[src/swl_defs.svh]
// Constants for the lookup and VLAN table register block.
// Assumes a 10 MHz fabric clock; addresses are register numbers.
`ifndef SWL_DEFS_SVH
`define SWL_DEFS_SVH
`define SWL_ADR_ALR_STS  16'h1808
`define SWL_ADR_ALR_CFG  16'h1809
`define SWL_ADR_VCMD     16'h180B
`define SWL_ADR_VWDAT    16'h180C
`define SWL_ADR_VRDAT    16'h180E
`define SWL_ADR_VSTS     16'h1810
`define SWL_STS_MAKE     0
`define SWL_STS_INIT     1
`define SWL_CFG_AGE      0
`define SWL_VSTS_PEND    0
`define SWL_CMD_RNW      5
`define SWL_CMD_SEL      4
`define SWL_CMD_IDX_HI   3
`define SWL_PV_VID_HI    11
`define SWL_PV_PRI_LO    12
`define SWL_PV_PRI_HI    14
`define SWL_VT_HI        17
`define SWL_NUM_PORTS    2'h3
`define SWL_PVID_RST     12'h001
`define SWL_PPRI_RST     3'h0
`define SWL_CLK_NS       100
`define SWL_INIT_NS      20000
`define SWL_INIT_CYC     (`SWL_INIT_NS / `SWL_CLK_NS)
`define SWL_AGE_NORM_S   300
`define SWL_AGE_TEST_MS  50
`define SWL_AGE_NORM_CYC (64'(`SWL_AGE_NORM_S) * 64'd1000000000 / 64'(`SWL_CLK_NS))
`define SWL_AGE_TEST_CYC (64'(`SWL_AGE_TEST_MS) * 64'd1000000 / 64'(`SWL_CLK_NS))
`endif

[src/swl_pkg.sv]
// Types for the lookup and VLAN table register block.
// Assumes swl_defs.svh is compiled alongside.
package swl_pkg;
   typedef enum logic [1:0] {
      SWL_IDLE = 2'h0,
      SWL_EXEC = 2'h1,
      SWL_DONE = 2'h3
   } swl_vstate_t;

   typedef struct packed {
      logic [31:0] cnt;
      logic        mode;
      logic        tick;
   } swl_age_st_t;

   typedef struct packed {
      logic [15:0][17:0] vlan;
      logic [2:0][11:0]  pvid;
      logic [2:0][2:0]   pprio;
   } swl_tbl_st_t;

   typedef struct packed {
      logic [7:0]  init_cnt;
      logic        init_done;
      logic        make_pend;
      logic        age_test;
      logic        cmd_rnw;
      logic        cmd_sel;
      logic [3:0]  cmd_idx;
      logic [17:0] wdata;
      logic [17:0] rdata;
      swl_vstate_t vstate;
      logic [31:0] reg_rdata;
      logic        pkt_valid;
      logic        pkt_drop;
      logic [11:0] pkt_vid;
      logic [2:0]  pkt_prio;
   } swl_top_st_t;
endpackage

[src/swl_tbl_if.sv]
// Carrier between the control logic and the table storage.
// Assumes one clock; all signals are combinational requests or replies.
`timescale 1ns/1ps
interface swl_tbl_if;
   logic        we;
   logic        sel;
   logic [3:0]  idx;
   logic [17:0] wdata;
   logic [17:0] rdata;
   logic [1:0]  lk_port;
   logic [11:0] lk_vid;
   logic [2:0]  lk_prio;
   modport ctl (output we, sel, idx, wdata, lk_port, input rdata, lk_vid, lk_prio);
   modport mem (input we, sel, idx, wdata, lk_port, output rdata, lk_vid, lk_prio);
endinterface

[src/swl_lookup_vlan.sv]
// Register bank for lookup table status, aging control and VLAN table access.
// Assumes a 10 MHz fabric clock and a register port addressed by register number.
//
// How it works
// - Lookup table initialises after each fabric reset; init-complete reads 0 then 1.
// - Initialisation lasts about 20 microseconds before init-complete sets.
// - Packets received during initialisation are dropped.
// - Entry-creation pending bit is set while the command runs, cleared after.
// - Aging-test bit shortens the aging period from 5 minutes to 50 ms.
// - A write to the VLAN command register launches the described access only while no access is in progress.
// - Command bit 5 picks read when 1, write when 0; resets to 0.
// - Command bit 4 picks the port default table, else the VLAN table.
// - Command bits 3:0 index VLAN 0-15 or port 0-2.
// - Port default data holds VLAN_IDENTIFIER in 11:0 and priority in 14:12.
// - Untagged or null-VLAN_IDENTIFIER packets get the ingress port default VLAN_IDENTIFIER.
// - With VLAN processing off, every packet takes the port default VLAN_IDENTIFIER.
// - Port default priority applies when no other priority source is chosen.
// - Each port default priority is 0 after reset.
// - VLAN entries hold member and tag-strip pairs for ports 2,1,0 in 17:12.
// - VLAN entry bits 11:0 hold the identifier; zero disables the entry.
`include "swl_defs.svh"
`timescale 1ns/1ps
module swl_lookup_vlan
   import swl_pkg::*;
#(
   parameter logic [31:0] AGE_NORM_CYC = 32'(`SWL_AGE_NORM_CYC),
   parameter logic [31:0] AGE_TEST_CYC = 32'(`SWL_AGE_TEST_CYC)
)(
   input  wire logic        SYS_CLK,
   input  wire logic        RST_N,
   input  wire logic [15:0] REG_ADDR,
   input  wire logic        REG_WR,
   input  wire logic        REG_RD,
   input  wire logic [31:0] REG_WDATA,
   output      logic [31:0] REG_RDATA,
   input  wire logic        MAKE_START,
   input  wire logic        MAKE_DONE,
   input  wire logic        VLAN_OFF,
   input  wire logic        PKT_VALID,
   input  wire logic [1:0]  PKT_PORT,
   input  wire logic        PKT_TAGGED,
   input  wire logic [11:0] PKT_VID,
   input  wire logic        PKT_PRIO_SEL,
   input  wire logic [2:0]  PKT_PRIO,
   output      logic        PKT_OUT_VALID,
   output      logic        PKT_OUT_DROP,
   output      logic [11:0] PKT_OUT_VID,
   output      logic [2:0]  PKT_OUT_PRIO,
   output      logic        INIT_DONE,
   output      logic        AGE_TEST,
   output      logic        AGE_TICK,
   output      logic        VLAN_BUSY
);
   import swl_pkg::*;

   localparam logic [7:0] INIT_CYC = 8'(`SWL_INIT_CYC);

   swl_top_st_t s;
   swl_top_st_t next_s;
   swl_tbl_if   tbl ();

   logic wr_sts;
   logic wr_cfg;
   logic wr_cmd;
   logic wr_wdat;
   logic cmd_take;

   // Register number match
   function automatic logic hit(input logic [15:0] a, input logic [15:0] reg_no);
      hit = (a == reg_no);
   endfunction

   // Zero-extend an 18-bit table word
   function automatic logic [31:0] ext18(input logic [17:0] d);
      ext18 = {14'h0, d};
   endfunction

   assign wr_sts   = REG_WR && hit(REG_ADDR, `SWL_ADR_ALR_STS);
   assign wr_cfg   = REG_WR && hit(REG_ADDR, `SWL_ADR_ALR_CFG);
   assign wr_cmd   = REG_WR && hit(REG_ADDR, `SWL_ADR_VCMD);
   assign wr_wdat  = REG_WR && hit(REG_ADDR, `SWL_ADR_VWDAT);
   assign cmd_take = wr_cmd && (s.vstate == SWL_IDLE);

   // Table access driven from the registered command
   assign tbl.we      = (s.vstate == SWL_EXEC) && !s.cmd_rnw;
   assign tbl.sel     = s.cmd_sel;
   assign tbl.idx     = s.cmd_idx;
   assign tbl.wdata   = s.wdata;
   assign tbl.lk_port = PKT_PORT;

   always_comb
   begin
      next_s = s;

      // Lookup table initialisation after reset
      if (!s.init_done)
      begin
         if (s.init_cnt >= INIT_CYC - 8'h01)
            next_s.init_done = 1'b1;
         else
            next_s.init_cnt = s.init_cnt + 8'h01;
      end

      // Entry-creation pending; a new start wins over a finish
      if (MAKE_START)
         next_s.make_pend = 1'b1;
      else if (MAKE_DONE)
         next_s.make_pend = 1'b0;

      // Aging configuration
      if (wr_cfg)
         next_s.age_test = REG_WDATA[`SWL_CFG_AGE];

      // Write-data holding register
      if (wr_wdat)
         next_s.wdata = REG_WDATA[`SWL_VT_HI:0];

      // VLAN command sequencer
      case (s.vstate)
         SWL_IDLE:
         begin
            if (cmd_take)
            begin
               next_s.cmd_rnw = REG_WDATA[`SWL_CMD_RNW];
               next_s.cmd_sel = REG_WDATA[`SWL_CMD_SEL];
               next_s.cmd_idx = REG_WDATA[`SWL_CMD_IDX_HI:0];
               next_s.vstate  = SWL_EXEC;
            end
         end
         SWL_EXEC:
         begin
            if (s.cmd_rnw)
               next_s.rdata = tbl.rdata;
            next_s.vstate = SWL_DONE;
         end
         SWL_DONE:
         begin
            next_s.vstate = SWL_IDLE;
         end
         default:
         begin
            next_s.vstate = SWL_IDLE;
         end
      endcase

      // Register read port
      if (REG_RD)
      begin
         if (hit(REG_ADDR, `SWL_ADR_ALR_STS))
            next_s.reg_rdata = {30'h0, s.init_done, s.make_pend};
         else if (hit(REG_ADDR, `SWL_ADR_ALR_CFG))
            next_s.reg_rdata = {31'h0, s.age_test};
         else if (hit(REG_ADDR, `SWL_ADR_VCMD))
            next_s.reg_rdata = {26'h0, s.cmd_rnw, s.cmd_sel, s.cmd_idx};
         else if (hit(REG_ADDR, `SWL_ADR_VWDAT))
            next_s.reg_rdata = ext18(s.wdata);
         else if (hit(REG_ADDR, `SWL_ADR_VRDAT))
            next_s.reg_rdata = ext18(s.rdata);
         else if (hit(REG_ADDR, `SWL_ADR_VSTS))
            next_s.reg_rdata = {31'h0, s.vstate != SWL_IDLE};
         else
            next_s.reg_rdata = 32'h0;
      end

      // Packet default VLAN_IDENTIFIER and priority
      next_s.pkt_valid = PKT_VALID;
      next_s.pkt_drop  = PKT_VALID && !s.init_done;
      if (PKT_VALID)
      begin
         if (VLAN_OFF || !PKT_TAGGED || PKT_VID == 12'h000)
            next_s.pkt_vid = tbl.lk_vid;
         else
            next_s.pkt_vid = PKT_VID;
         if (PKT_PRIO_SEL)
            next_s.pkt_prio = PKT_PRIO;
         else
            next_s.pkt_prio = tbl.lk_prio;
      end
   end

   always_ff @(posedge SYS_CLK or negedge RST_N)
   begin
      if (!RST_N)
      begin
         s <= '0;
         s.vstate <= SWL_IDLE;
      end
      else
         s <= next_s;
   end

   swl_tables u_tables (
      .clk   (SYS_CLK),
      .rst_n (RST_N),
      .t     (tbl)
   );

   swl_age_timer #(
      .NORM_CYC (AGE_NORM_CYC),
      .TEST_CYC (AGE_TEST_CYC)
   ) u_age (
      .clk     (SYS_CLK),
      .rst_n   (RST_N),
      .run     (s.init_done),
      .shorten (s.age_test),
      .tick    (AGE_TICK)
   );

   assign REG_RDATA     = s.reg_rdata;
   assign PKT_OUT_VALID = s.pkt_valid;
   assign PKT_OUT_DROP  = s.pkt_drop;
   assign PKT_OUT_VID   = s.pkt_vid;
   assign PKT_OUT_PRIO  = s.pkt_prio;
   assign INIT_DONE     = s.init_done;
   assign AGE_TEST      = s.age_test;
   assign VLAN_BUSY     = s.vstate != SWL_IDLE;
endmodule // swl_lookup_vlan

[src/swl_age_timer.sv]
// Aging tick generator with normal and shortened test periods.
// Assumes run is held low while the lookup table initialises.
`timescale 1ns/1ps
module swl_age_timer
   import swl_pkg::*;
#(
   parameter logic [31:0] NORM_CYC = 32'd3000000000,
   parameter logic [31:0] TEST_CYC = 32'd500000
)(
   input  wire logic clk,
   input  wire logic rst_n,
   input  wire logic run,
   input  wire logic shorten,
   output      logic tick
);
   swl_age_st_t st;
   swl_age_st_t next_st;
   logic [31:0] limit;

   always_comb
   begin
      next_st = st;
      next_st.tick = 1'b0;
      next_st.mode = shorten;
      limit = shorten ? TEST_CYC : NORM_CYC;
      if (!run || (shorten != st.mode))
         next_st.cnt = 32'h0;
      else if (st.cnt >= limit - 32'h1)
      begin
         next_st.cnt = 32'h0;
         next_st.tick = 1'b1;
      end
      else
         next_st.cnt = st.cnt + 32'h1;
   end

   always_ff @(posedge clk or negedge rst_n)
   begin
      if (!rst_n)
         st <= '0;
      else
         st <= next_st;
   end

   assign tick = st.tick;
endmodule // swl_age_timer

[src/swl_tables.sv]
// VLAN table and per-port default VLAN_IDENTIFIER and priority table in flip-flops.
// Assumes at most one write per cycle through the carrier.
`timescale 1ns/1ps
module swl_tables
   import swl_pkg::*;
(
   input  wire logic clk,
   input  wire logic rst_n,
   swl_tbl_if.mem    t
);
   swl_tbl_st_t st;
   swl_tbl_st_t next_st;
   logic        port_ok;

   assign port_ok = t.idx[3:2] == 2'h0 && t.idx[1:0] < `SWL_NUM_PORTS;

   always_comb
   begin
      next_st = st;
      if (t.we && t.sel && port_ok)
      begin
         next_st.pvid[t.idx[1:0]] = t.wdata[`SWL_PV_VID_HI:0];
         next_st.pprio[t.idx[1:0]] = t.wdata[`SWL_PV_PRI_HI:`SWL_PV_PRI_LO];
      end
      else if (t.we && !t.sel)
         next_st.vlan[t.idx] = t.wdata;
   end

   always_ff @(posedge clk or negedge rst_n)
   begin
      if (!rst_n)
      begin
         st.vlan  <= '0;
         st.pvid  <= {3{`SWL_PVID_RST}};
         st.pprio <= {3{`SWL_PPRI_RST}};
      end
      else
         st <= next_st;
   end

   assign t.rdata = !t.sel ? st.vlan[t.idx]
                  : port_ok ? {3'h0, st.pprio[t.idx[1:0]], st.pvid[t.idx[1:0]]}
                  : 18'h0;
   assign t.lk_vid  = (t.lk_port < `SWL_NUM_PORTS) ? st.pvid[t.lk_port] : 12'h0;
   assign t.lk_prio = (t.lk_port < `SWL_NUM_PORTS) ? st.pprio[t.lk_port] : 3'h0;
endmodule // swl_tables

[config.mk]
export PLATFORM = sky130hd
export DESIGN_NAME = swl_lookup_vlan
export DESIGN_NICKNAME = d
export VERILOG_FILES = /design/src/swl_pkg.sv /design/src/swl_tbl_if.sv /design/src/swl_lookup_vlan.sv /design/src/swl_age_timer.sv /design/src/swl_tables.sv
export VERILOG_INCLUDE_DIRS = /design/src
export SDC_FILE = /design/constraint.sdc
export NUM_CORES = 1
export LEC_CHECK = 0
export ABC_AREA = 1
export BUFFER_PORTS_ARGS = -buffer_cell sky130_fd_sc_hd__clkbuf_2
export CAP_MARGIN = 25
export CORE_ASPECT_RATIO = 1.5
export CORE_MARGIN = 2
export CORE_UTILIZATION = 35
export CTS_BUF_LIST = sky130_fd_sc_hd__clkbuf_16
export CTS_CLUSTER_SIZE = 24
export DETAILED_ROUTE_END_ITERATION = 6
export GPL_TIMING_DRIVEN = 0
export PLACE_DENSITY_LB_ADDON = 0.2
export SLEW_MARGIN = 20
export SYNTH_ARGS = -nofsm -noshare
export SYNTH_HDL_FRONTEND = slang
export SYNTH_SLANG_ARGS = --single-unit
[constraint.sdc]
create_clock -name SYS_CLK -period 2.5 [get_ports SYS_CLK]
set_clock_uncertainty 0.15 [all_clocks]
set_input_delay 0 -clock SYS_CLK [delete_from_list [all_inputs] [get_ports SYS_CLK]]
set_output_delay 0 -clock SYS_CLK [all_outputs]
set_load 0.005 [all_outputs]
==> results.py, run 1 <==
metrics = {
    "routing": {
        "wirelength_mm": 74.8,
        "initialDrtViolationCount": 1781,
        "viasPerCell": 5.28,
        "detail_route.drc_violations": 0,
        "avgRoutedWirePerCell_um": 20.7,
        "antenna_left": 0,
        "num_vias": 19100,
        "detail_route.first_pass.iterations": 7,
    },
    "layout": {
        "layout-area-overhead-vs-synth_pct": 19.5,
        "final_cell_mix": "838 x sky130_fd_sc_hd__nand2_1, 453 x sky130_fd_sc_hd__dfrtp_1, 376 x sky130_fd_sc_hd__o21ai_0",
        "num_antenna_cells": 0,
        "mostFrequentLayoutCell": "sky130_fd_sc_hd__nand2_1",
        "postLayoutCellArea_um2": 25500,
        "drive_gt1_frac": 0.118,
        "design.final.nets": 2882,
        "layoutNonFillerInstCount": 3606,
    },
    "placed_design": {
        "dpl.cell_count": 3440,
        "dp_hpwl_mm": 55.2,
        "placed_area_um2": 23000,
        "globalplace.congestion": 0.918,
        "port_buffers": 97,
    },
    "sta": {
        "rsz0062_at_grt": "true",
        "worst-slew-pin-transition_ns": 0.719,
        "finalCriticalPeriod_ns": 2.45,
        "hold_viol": 2,
        "timing.final.crit_share": 0.979,
        "fin_hold_ws_ns": -0.0203,
        "timing_max_transition_violations_final": 0,
        "setup_violations": 0,
        "fmax_ghz": 0.408,
        "fin_tns_setup_ns": 0,
        "timing.max_slew.rel_slack": 0.519,
    },
    "pwr": {
        "total_power_w": 0.0151,
        "power.clock.fraction": 0.473,
        "internal_power_w": 0.0117,
        "power.switching_w": 0.00340,
        "netSwitchingFraction": 0.226,
        "power_frac_seq": 0.493,
        "worst_ir_drop_vdd_v": 0.000424,
        "cellLeakagePower_nw": 11.9,
        "pwr-share-comb": 0.034,
        "powerDensity_nw_per_um2": 591,
    },
    "clock_tree": {
        "cts-root-buf": "sky130_fd_sc_hd__clkbuf_16",
        "tritoncts.num_buffers": 45,
        "clock_latency_ns": 0.58,
        "clock_path_buffers": 3,
        "clkTransAtPathRegs_ns": 0.07,
        "cts_sinks": 457,
        "clock_tree.htree_level_count": 2,
        "cts_tree": "done",
    },
    "worst_setup_path": {
        "critPathRequiredTime_ns": 2.81,
        "path_max_fanout": 10,
        "critPathArrivalTime_ns": 2.76,
        "crit_path_start_kind": "input port",
        "worstSetupEndpointType": "flop",
        "crit_type": "in -> reg",
    },
    "yosys": {
        "synth_enable_flop_cells": 0,
        "synth_top_cell_area_share": 0.533,
        "ys_top_cells_by_area": "sky130_fd_sc_hd__dfrtp_1 53%, sky130_fd_sc_hd__nand2_1 15%, sky130_fd_sc_hd__o21ai_0 8.8%",
        "netlist_instances": 2541,
        "synth_cell_types": 43,
        "netlist_area_um2": 21300,
        "synthFlopType": "sky130_fd_sc_hd__dfrtp_1",
        "ys_seq_area_frac": 0.536,
        "syn_avg_cell_area_um2": 8.39,
        "yosys_warnings": 0,
        "postSynth.asyncResetShare": 1.00,
        "synth_largest_area_cell": "sky130_fd_sc_hd__dfrtp_1",
        "flop_and_latch_count_out_of_synthesis": 457,
    },
    "grt": {
        "grt_first_pass_wirelength_mm": 114,
        "grt_util_all_layers": 0.238,
        "grt_remaining_overflow": 0,
        "grt_pass1_vias": 19300,
        "grt_max_degree": 95,
        "antenna_found_initial": 0,
    },
    "status": {
        "outcome": "finished with violations",
        "failing_checks": "negative hold slack",
    },
    "hold_path": {
        "hold_crit_path_type": "in -> reg",
    },
    "floorplanning": {
        "core_um2": 60100,
        "placementRows": 110,
        "floorplan.die.width_um": 206,
        "die_h_um": 306,
        "top_level_ports": 128,
        "starting_density_of_the_core": 0.355,
        "design.die.area_um2": 63000,
    },
    "job": {
        "cap_violations": 0,
    },
}
-- worst max-delay path, cell delays in order --
cell and delay, ns:
sky130_fd_sc_hd__dlygate4sd3_1 0.53, sky130_fd_sc_hd__clkbuf_2 0.13, sky130_fd_sc_hd__nand2_1 0.09, sky130_fd_sc_hd__nor3_1 0.20, sky130_fd_sc_hd__nand2_1 0.12, sky130_fd_sc_hd__inv_1 0.09, sky130_fd_sc_hd__dlygate4sd3_1 0.61, sky130_fd_sc_hd__nand3_2 0.11
sky130_fd_sc_hd__buf_4 0.18, sky130_fd_sc_hd__nand2_1 0.05, sky130_fd_sc_hd__o21ai_0 0.08, sky130_fd_sc_hd__dlygate4sd3_1 0.56
-- cell type report --
class                      count  area, µm²
buffer                       210       1090
clock buffer                  47       1180
clock inverter                36        330
fill                        5939      34700
inverter                     108        409
multi-input combinational   1779       8580
sequential                   457      11400
tap                          784        981
timing repair buffer         185       1480
-- what timing repair did --
| action | CTS | global route |
|---|---|---|
| hold buffers | 76 | 0 |
| setup endpoints to repair | 95 | 150 |
| pin swaps | 1 | 1 |
| gates cloned | 0 | 0 |
| setup buffers | 3 | 4 |
| resized for setup | 22 | 56 |
| endpoints found under the hold margin | 361 | 0 |
-- path summary, 6_finish.rpt --
check,slack [ns],end,cells past startpoint,from
setup / recovery,0.05,tbl.idx[3]$_DFFE_PN0P_,12,REG_ADDR[3]
hold / removal,-0.02,REG_RDATA[17]$_DFFE_PN0P_,9,REG_ADDR[13]
setup reg to reg,0.12,s[52]$_DFFE_PN0P_,8,tbl.idx[0]$_DFFE_PN0P_
hold reg to reg,0.33,u_tables.st[191]$_DFFE_PN0P_,2,u_tables.st[191]$_DFFE_PN0P_
max in group asynchronous,0.80,u_tables.st[201]$_DFFE_PN0P_,5,RST_N
min in group asynchronous,0.46,u_tables.st[33]$_DFFE_PN1P_,3,RST_N
-- state kept, by name, summed over array words and instances (netlist names), 3 cells and up --
name	cells
u_tables.st	333
u_age.st	33
s	30
REG_RDATA	18
tbl.wdata	18
PKT_OUT_VID	12
tbl.idx	4
PKT_OUT_PRIO	3
-- layer usage --
metal / global-route usage / wire length, µm
met1: 0.264 / 27600
met2: 0.453 / 40500
met3: 0.0226 / 3270
met4: 0.105 / 3460
met5: 0 / 0
-- per-stage QoR --
| stage | utilization | setup WS, ns |
|---|---|---|
| floorplan | - | 0.277 |
| global placement | 0.380 | -9.11 |
| detailed placement | 0.382 | -0.539 |
| CTS | 0.421 | 0.00394 |
| global route | 0.424 | -0.0802 |
| finish | 0.424 | 0.0514 |
-- power groups by stage --
stage                     Clock, W  Combinational [W]  Sequential (W)
final                      0.00712           0.000506         0.00743
after detailed placement         0           0.000434         0.00757
after CTS                  0.00723           0.000517         0.00743
after global routing       0.00751           0.000570         0.00743
after global placement           0           0.000393         0.00758
after floorplan                  0           0.000135         0.00757
-- synthesized netlist by cell type, types with 21 or more instances --
library cell,number
sky130_fd_sc_hd__clkbuf_1,114
sky130_fd_sc_hd__inv_1,102
sky130_fd_sc_hd__buf_4,49
sky130_fd_sc_hd__buf_2,40
sky130_fd_sc_hd__a21oi_1,35
sky130_fd_sc_hd__nand3_1,83
sky130_fd_sc_hd__a22oi_1,154
sky130_fd_sc_hd__nor3_1,22
sky130_fd_sc_hd__ha_1,21
sky130_fd_sc_hd__nor2_1,115
sky130_fd_sc_hd__nand2_1,840
sky130_fd_sc_hd__o21ai_0,377
sky130_fd_sc_hd__dfrtp_1,454
sky130_fd_sc_hd__nand4_1,28
-- cells by family after synthesis --
logic type | count (synthesis) | synth area share
flops | 457 | 0.536
compound gates | 606 | 0.164
buf+inv | 318 | 0.0669
mux | 1 | 0.000528
simple gates | 1128 | 0.216
other cells | 1 | 0.000176
xor+xnor | 9 | 0.00370
fa+ha+maj | 21 | 0.0123
No activity file was read; power rests on OpenSTA's default activity.
==> run 2: changes to the inputs <==
Clock period 2.5 ns to 2.8 ns, I/O delays scaled along.
==> run 2 against run 1 <==
The flow still finishes with violations (negative hold slack). Largest power group unchanged. Register-to-register slack worse by 0.03 ns. Hold slack better by 0.019 ns. Non-clock buffer count is 1 lower. Flip-flop and latch count stayed put. Clock-buffer cell count stayed put.
==> results.py, run 2 (synthesis gave the netlist of run 1 again) <==
metrics = {
    "sta": {
        "rsz0062_at_grt": "false",
        "hold_viol": 1,
        "fin_tns_setup_ns": 0,
        "timing_max_transition_violations_final": 0,
        "fin_hold_ws_ns": -0.00163,
        "worst-slew-pin-transition_ns": 1.12,
        "fmax_ghz": 0.369,
        "timing.max_slew.rel_slack": 0.249,
        "timing.final.crit_share": 0.968,
        "setup_violations": 0,
        "finalCriticalPeriod_ns": 2.71,
    },
    "worst_setup_path": {
        "worstSetupEndpointType": "flop",
        "crit_type": "reg -> reg",
        "path_max_fanout": 10,
        "crit-reg2reg-launch": "tbl.idx[2]$_DFFE_PN0P_",
        "cell_with_the_largest_stage_delay_on_the_worst_path": "sky130_fd_sc_hd__nor2_1",
        "critPathArrivalTime_ns": 3.07,
        "worstReg2RegEnd": "s[66]$_DFFE_PN0P_",
        "worst_path_largest_cell_delay_ns": 0.87,
        "reg2reg_slack_ns": 0.09,
        "crit_path_start_kind": "flop",
        "timing.critical_path.mode_cell": "sky130_fd_sc_hd__nand2_1",
        "rr_worst_depth": 7,
        "crit_chain": "inv_1, nor2_1, clkbuf_1, nand2_1, nand4_1, nand2_1, nand2_1",
        "critPathRequiredTime_ns": 3.16,
    },
    "floorplanning": {
        "top_level_ports": 128,
        "core_um2": 60100,
        "floorplan.die.width_um": 206,
        "design.die.area_um2": 63000,
        "placementRows": 110,
        "starting_density_of_the_core": 0.355,
        "die_h_um": 306,
    },
    "clock_tree": {
        "tritoncts.num_buffers": 45,
        "cts_tree": "done",
        "clkTransAtPathRegs_ns": 0.07,
        "clock_latency_ns": 0.58,
        "clock_tree.htree_level_count": 2,
        "cts-root-buf": "sky130_fd_sc_hd__clkbuf_16",
        "cts_sinks": 457,
        "clock_path_buffers": 3,
    },
    "placed_design": {
        "port_buffers": 97,
        "dpl.cell_count": 3440,
        "dp_hpwl_mm": 55.2,
        "globalplace.congestion": 0.918,
    },
    "layout": {
        "multiInputGateArea_um2": 8520,
        "final-seq-area_um2": 11400,
        "design.final.nets": 2881,
        "drive_gt1_frac": 0.103,
        "layoutNonFillerInstCount": 3605,
        "largest_register_ff_count": 333,
        "final_cell_mix": "839 x sky130_fd_sc_hd__nand2_1, 453 x sky130_fd_sc_hd__dfrtp_1, 377 x sky130_fd_sc_hd__o21ai_0",
        "mostFrequentLayoutCell": "sky130_fd_sc_hd__nand2_1",
        "nFillCells": 5941,
        "num_antenna_cells": 0,
        "layout-area-overhead-vs-synth_pct": 18.9,
        "largestRegisters": "u_tables.st (333), u_age.st (33), s (30)",
        "max_flop_register": "u_tables.st",
    },
    "pwr": {
        "powerDensity_nw_per_um2": 530,
        "power.clock.fraction": 0.472,
        "internal_power_w": 0.0104,
        "power_frac_seq": 0.494,
        "cellLeakagePower_nw": 11.8,
        "pwr-share-comb": 0.034,
        "power.switching_w": 0.00301,
        "netSwitchingFraction": 0.224,
        "worst_ir_drop_vdd_v": 0.000377,
    },
    "grt": {
        "grt_max_degree": 95,
        "antenna_found_initial": 0,
        "grt_util_all_layers": 0.238,
        "grt_pass1_vias": 19300,
        "grt_first_pass_wirelength_mm": 114,
        "grt_remaining_overflow": 0,
    },
    "job": {
        "cap_violations": 0,
    },
    "hold_path": {
        "hold_crit_path_type": "in -> reg",
        "worstHoldStart": "REG_ADDR[2]",
        "hold-path-endpoint": "REG_RDATA[3]$_DFFE_PN0P_",
        "worst_hold_path.num_cells": 8,
    },
    "status": {
        "outcome": "finished with violations",
        "failing_checks": "negative hold slack",
    },
    "routing": {
        "viasPerCell": 5.29,
        "detail_route.first_pass.iterations": 6,
        "wirelength_mm": 74.7,
        "initialDrtViolationCount": 1850,
        "num_vias": 19100,
        "avgRoutedWirePerCell_um": 20.7,
        "detail_route.drc_violations": 0,
        "antenna_left": 0,
    },
}
==> run 2: cell count changes in the layout (fill, tap and decap cells not counted), sizes merged <==
| cell | previous run | this run |
|---|---|---|
| clkinvlp | 3 | 2 |
| dlygate4sd3 | 75 | 79 |
| dlymetal6s4s | 0 | 2 |
| inv | 116 | 117 |
| buf | 100 | 102 |
| clkbuf | 267 | 258 |
==> run 2: metal layers <==
metal | vias up | global-route usage | part of all wire
met5 | - | 0 | 0
met4 | 0 | 0.104 | 0.045
met3 | 168 | 0.0224 | 0.047
met2 | 661 | 0.453 | 0.54
met1 | 9364 | 0.265 | 0.37
li1 | 8895 | - | -
==> run 2: per-stage QoR <==
| step | utilization | hold WS (ns) | setup slack (ns) | total power [W] | instance area [µm²] |
|---|---|---|---|---|---|
| after floorplan | - | -0.446 | 0.577 | 0.00688 | 21400 |
| after global placement | 0.380 | 0.0303 | -8.81 | 0.00712 | 22800 |
| after detailed placement | 0.382 | -0.191 | -0.239 | 0.00715 | 23000 |
| after CTS | 0.421 | 0.0516 | 0.0855 | 0.0136 | 25300 |
| after global routing | 0.422 | 0.0524 | 0.00814 | 0.0139 | 25400 |
| final | 0.422 | -0.00163 | 0.0895 | 0.0134 | 25400 |
==> run 2: final cells by class <==
class | count | area share
flip-flops and latches | 457 | 0.451
multi-input cells | 1779 | 0.336
repair buffers | 184 | 0.0579
clock buffers | 47 | 0.0464
plain buffers | 210 | 0.0405
well taps | 784 | 0.0387
inverters | 108 | 0.0160
clock inverters | 36 | 0.0130
==> run 2: what timing repair did <==
item,CTS,global route
setup endpoints to repair,31,62
resized for setup,1,14
hold buffers,82,0
gates cloned,0,0
endpoints found under the hold margin,361,0
buffers inserted,0,0
==> run 2: power by group through the flow <==
stage | combinational, W | sequential, W | clock (W)
2_1_floorplan | 0.000121 | 0.00676 | 0
3_3_place_gp | 0.000351 | 0.00677 | 0
3_5_place_dp | 0.000387 | 0.00676 | 0
4_1_cts | 0.000469 | 0.00663 | 0.00645
5_1_grt | 0.000517 | 0.00663 | 0.00670
6_report | 0.000460 | 0.00664 | 0.00633
==> run 2: worst max-delay path: cells and delay by family, from the launching register on <==
kind | cells | cell delay (ns)
flip-flops | 1 | 0.46
buffers and inverters | 2 | 0.71
AND/OR/NAND/NOR | 5 | 1.31
==> run 2: worst max path at each step <==
stage	cells after the start	from	endpoint
after detailed placement	7	AGE_TEST$_DFFE_PN0P_	u_age.st[15]$_DFF_PN0_
final	7	tbl.idx[2]$_DFFE_PN0P_	s[66]$_DFFE_PN0P_
after CTS	7	tbl.idx[0]$_DFFE_PN0P_	u_tables.st[194]$_DFFE_PN0P_
after global routing	7	tbl.idx[2]$_DFFE_PN0P_	s[67]$_DFFE_PN0P_
after floorplan	8	AGE_TEST$_DFFE_PN0P_	u_age.st[32]$_DFF_PN0_
after global placement	1	RST_N	u_tables.st[219]$_DFFE_PN0P_
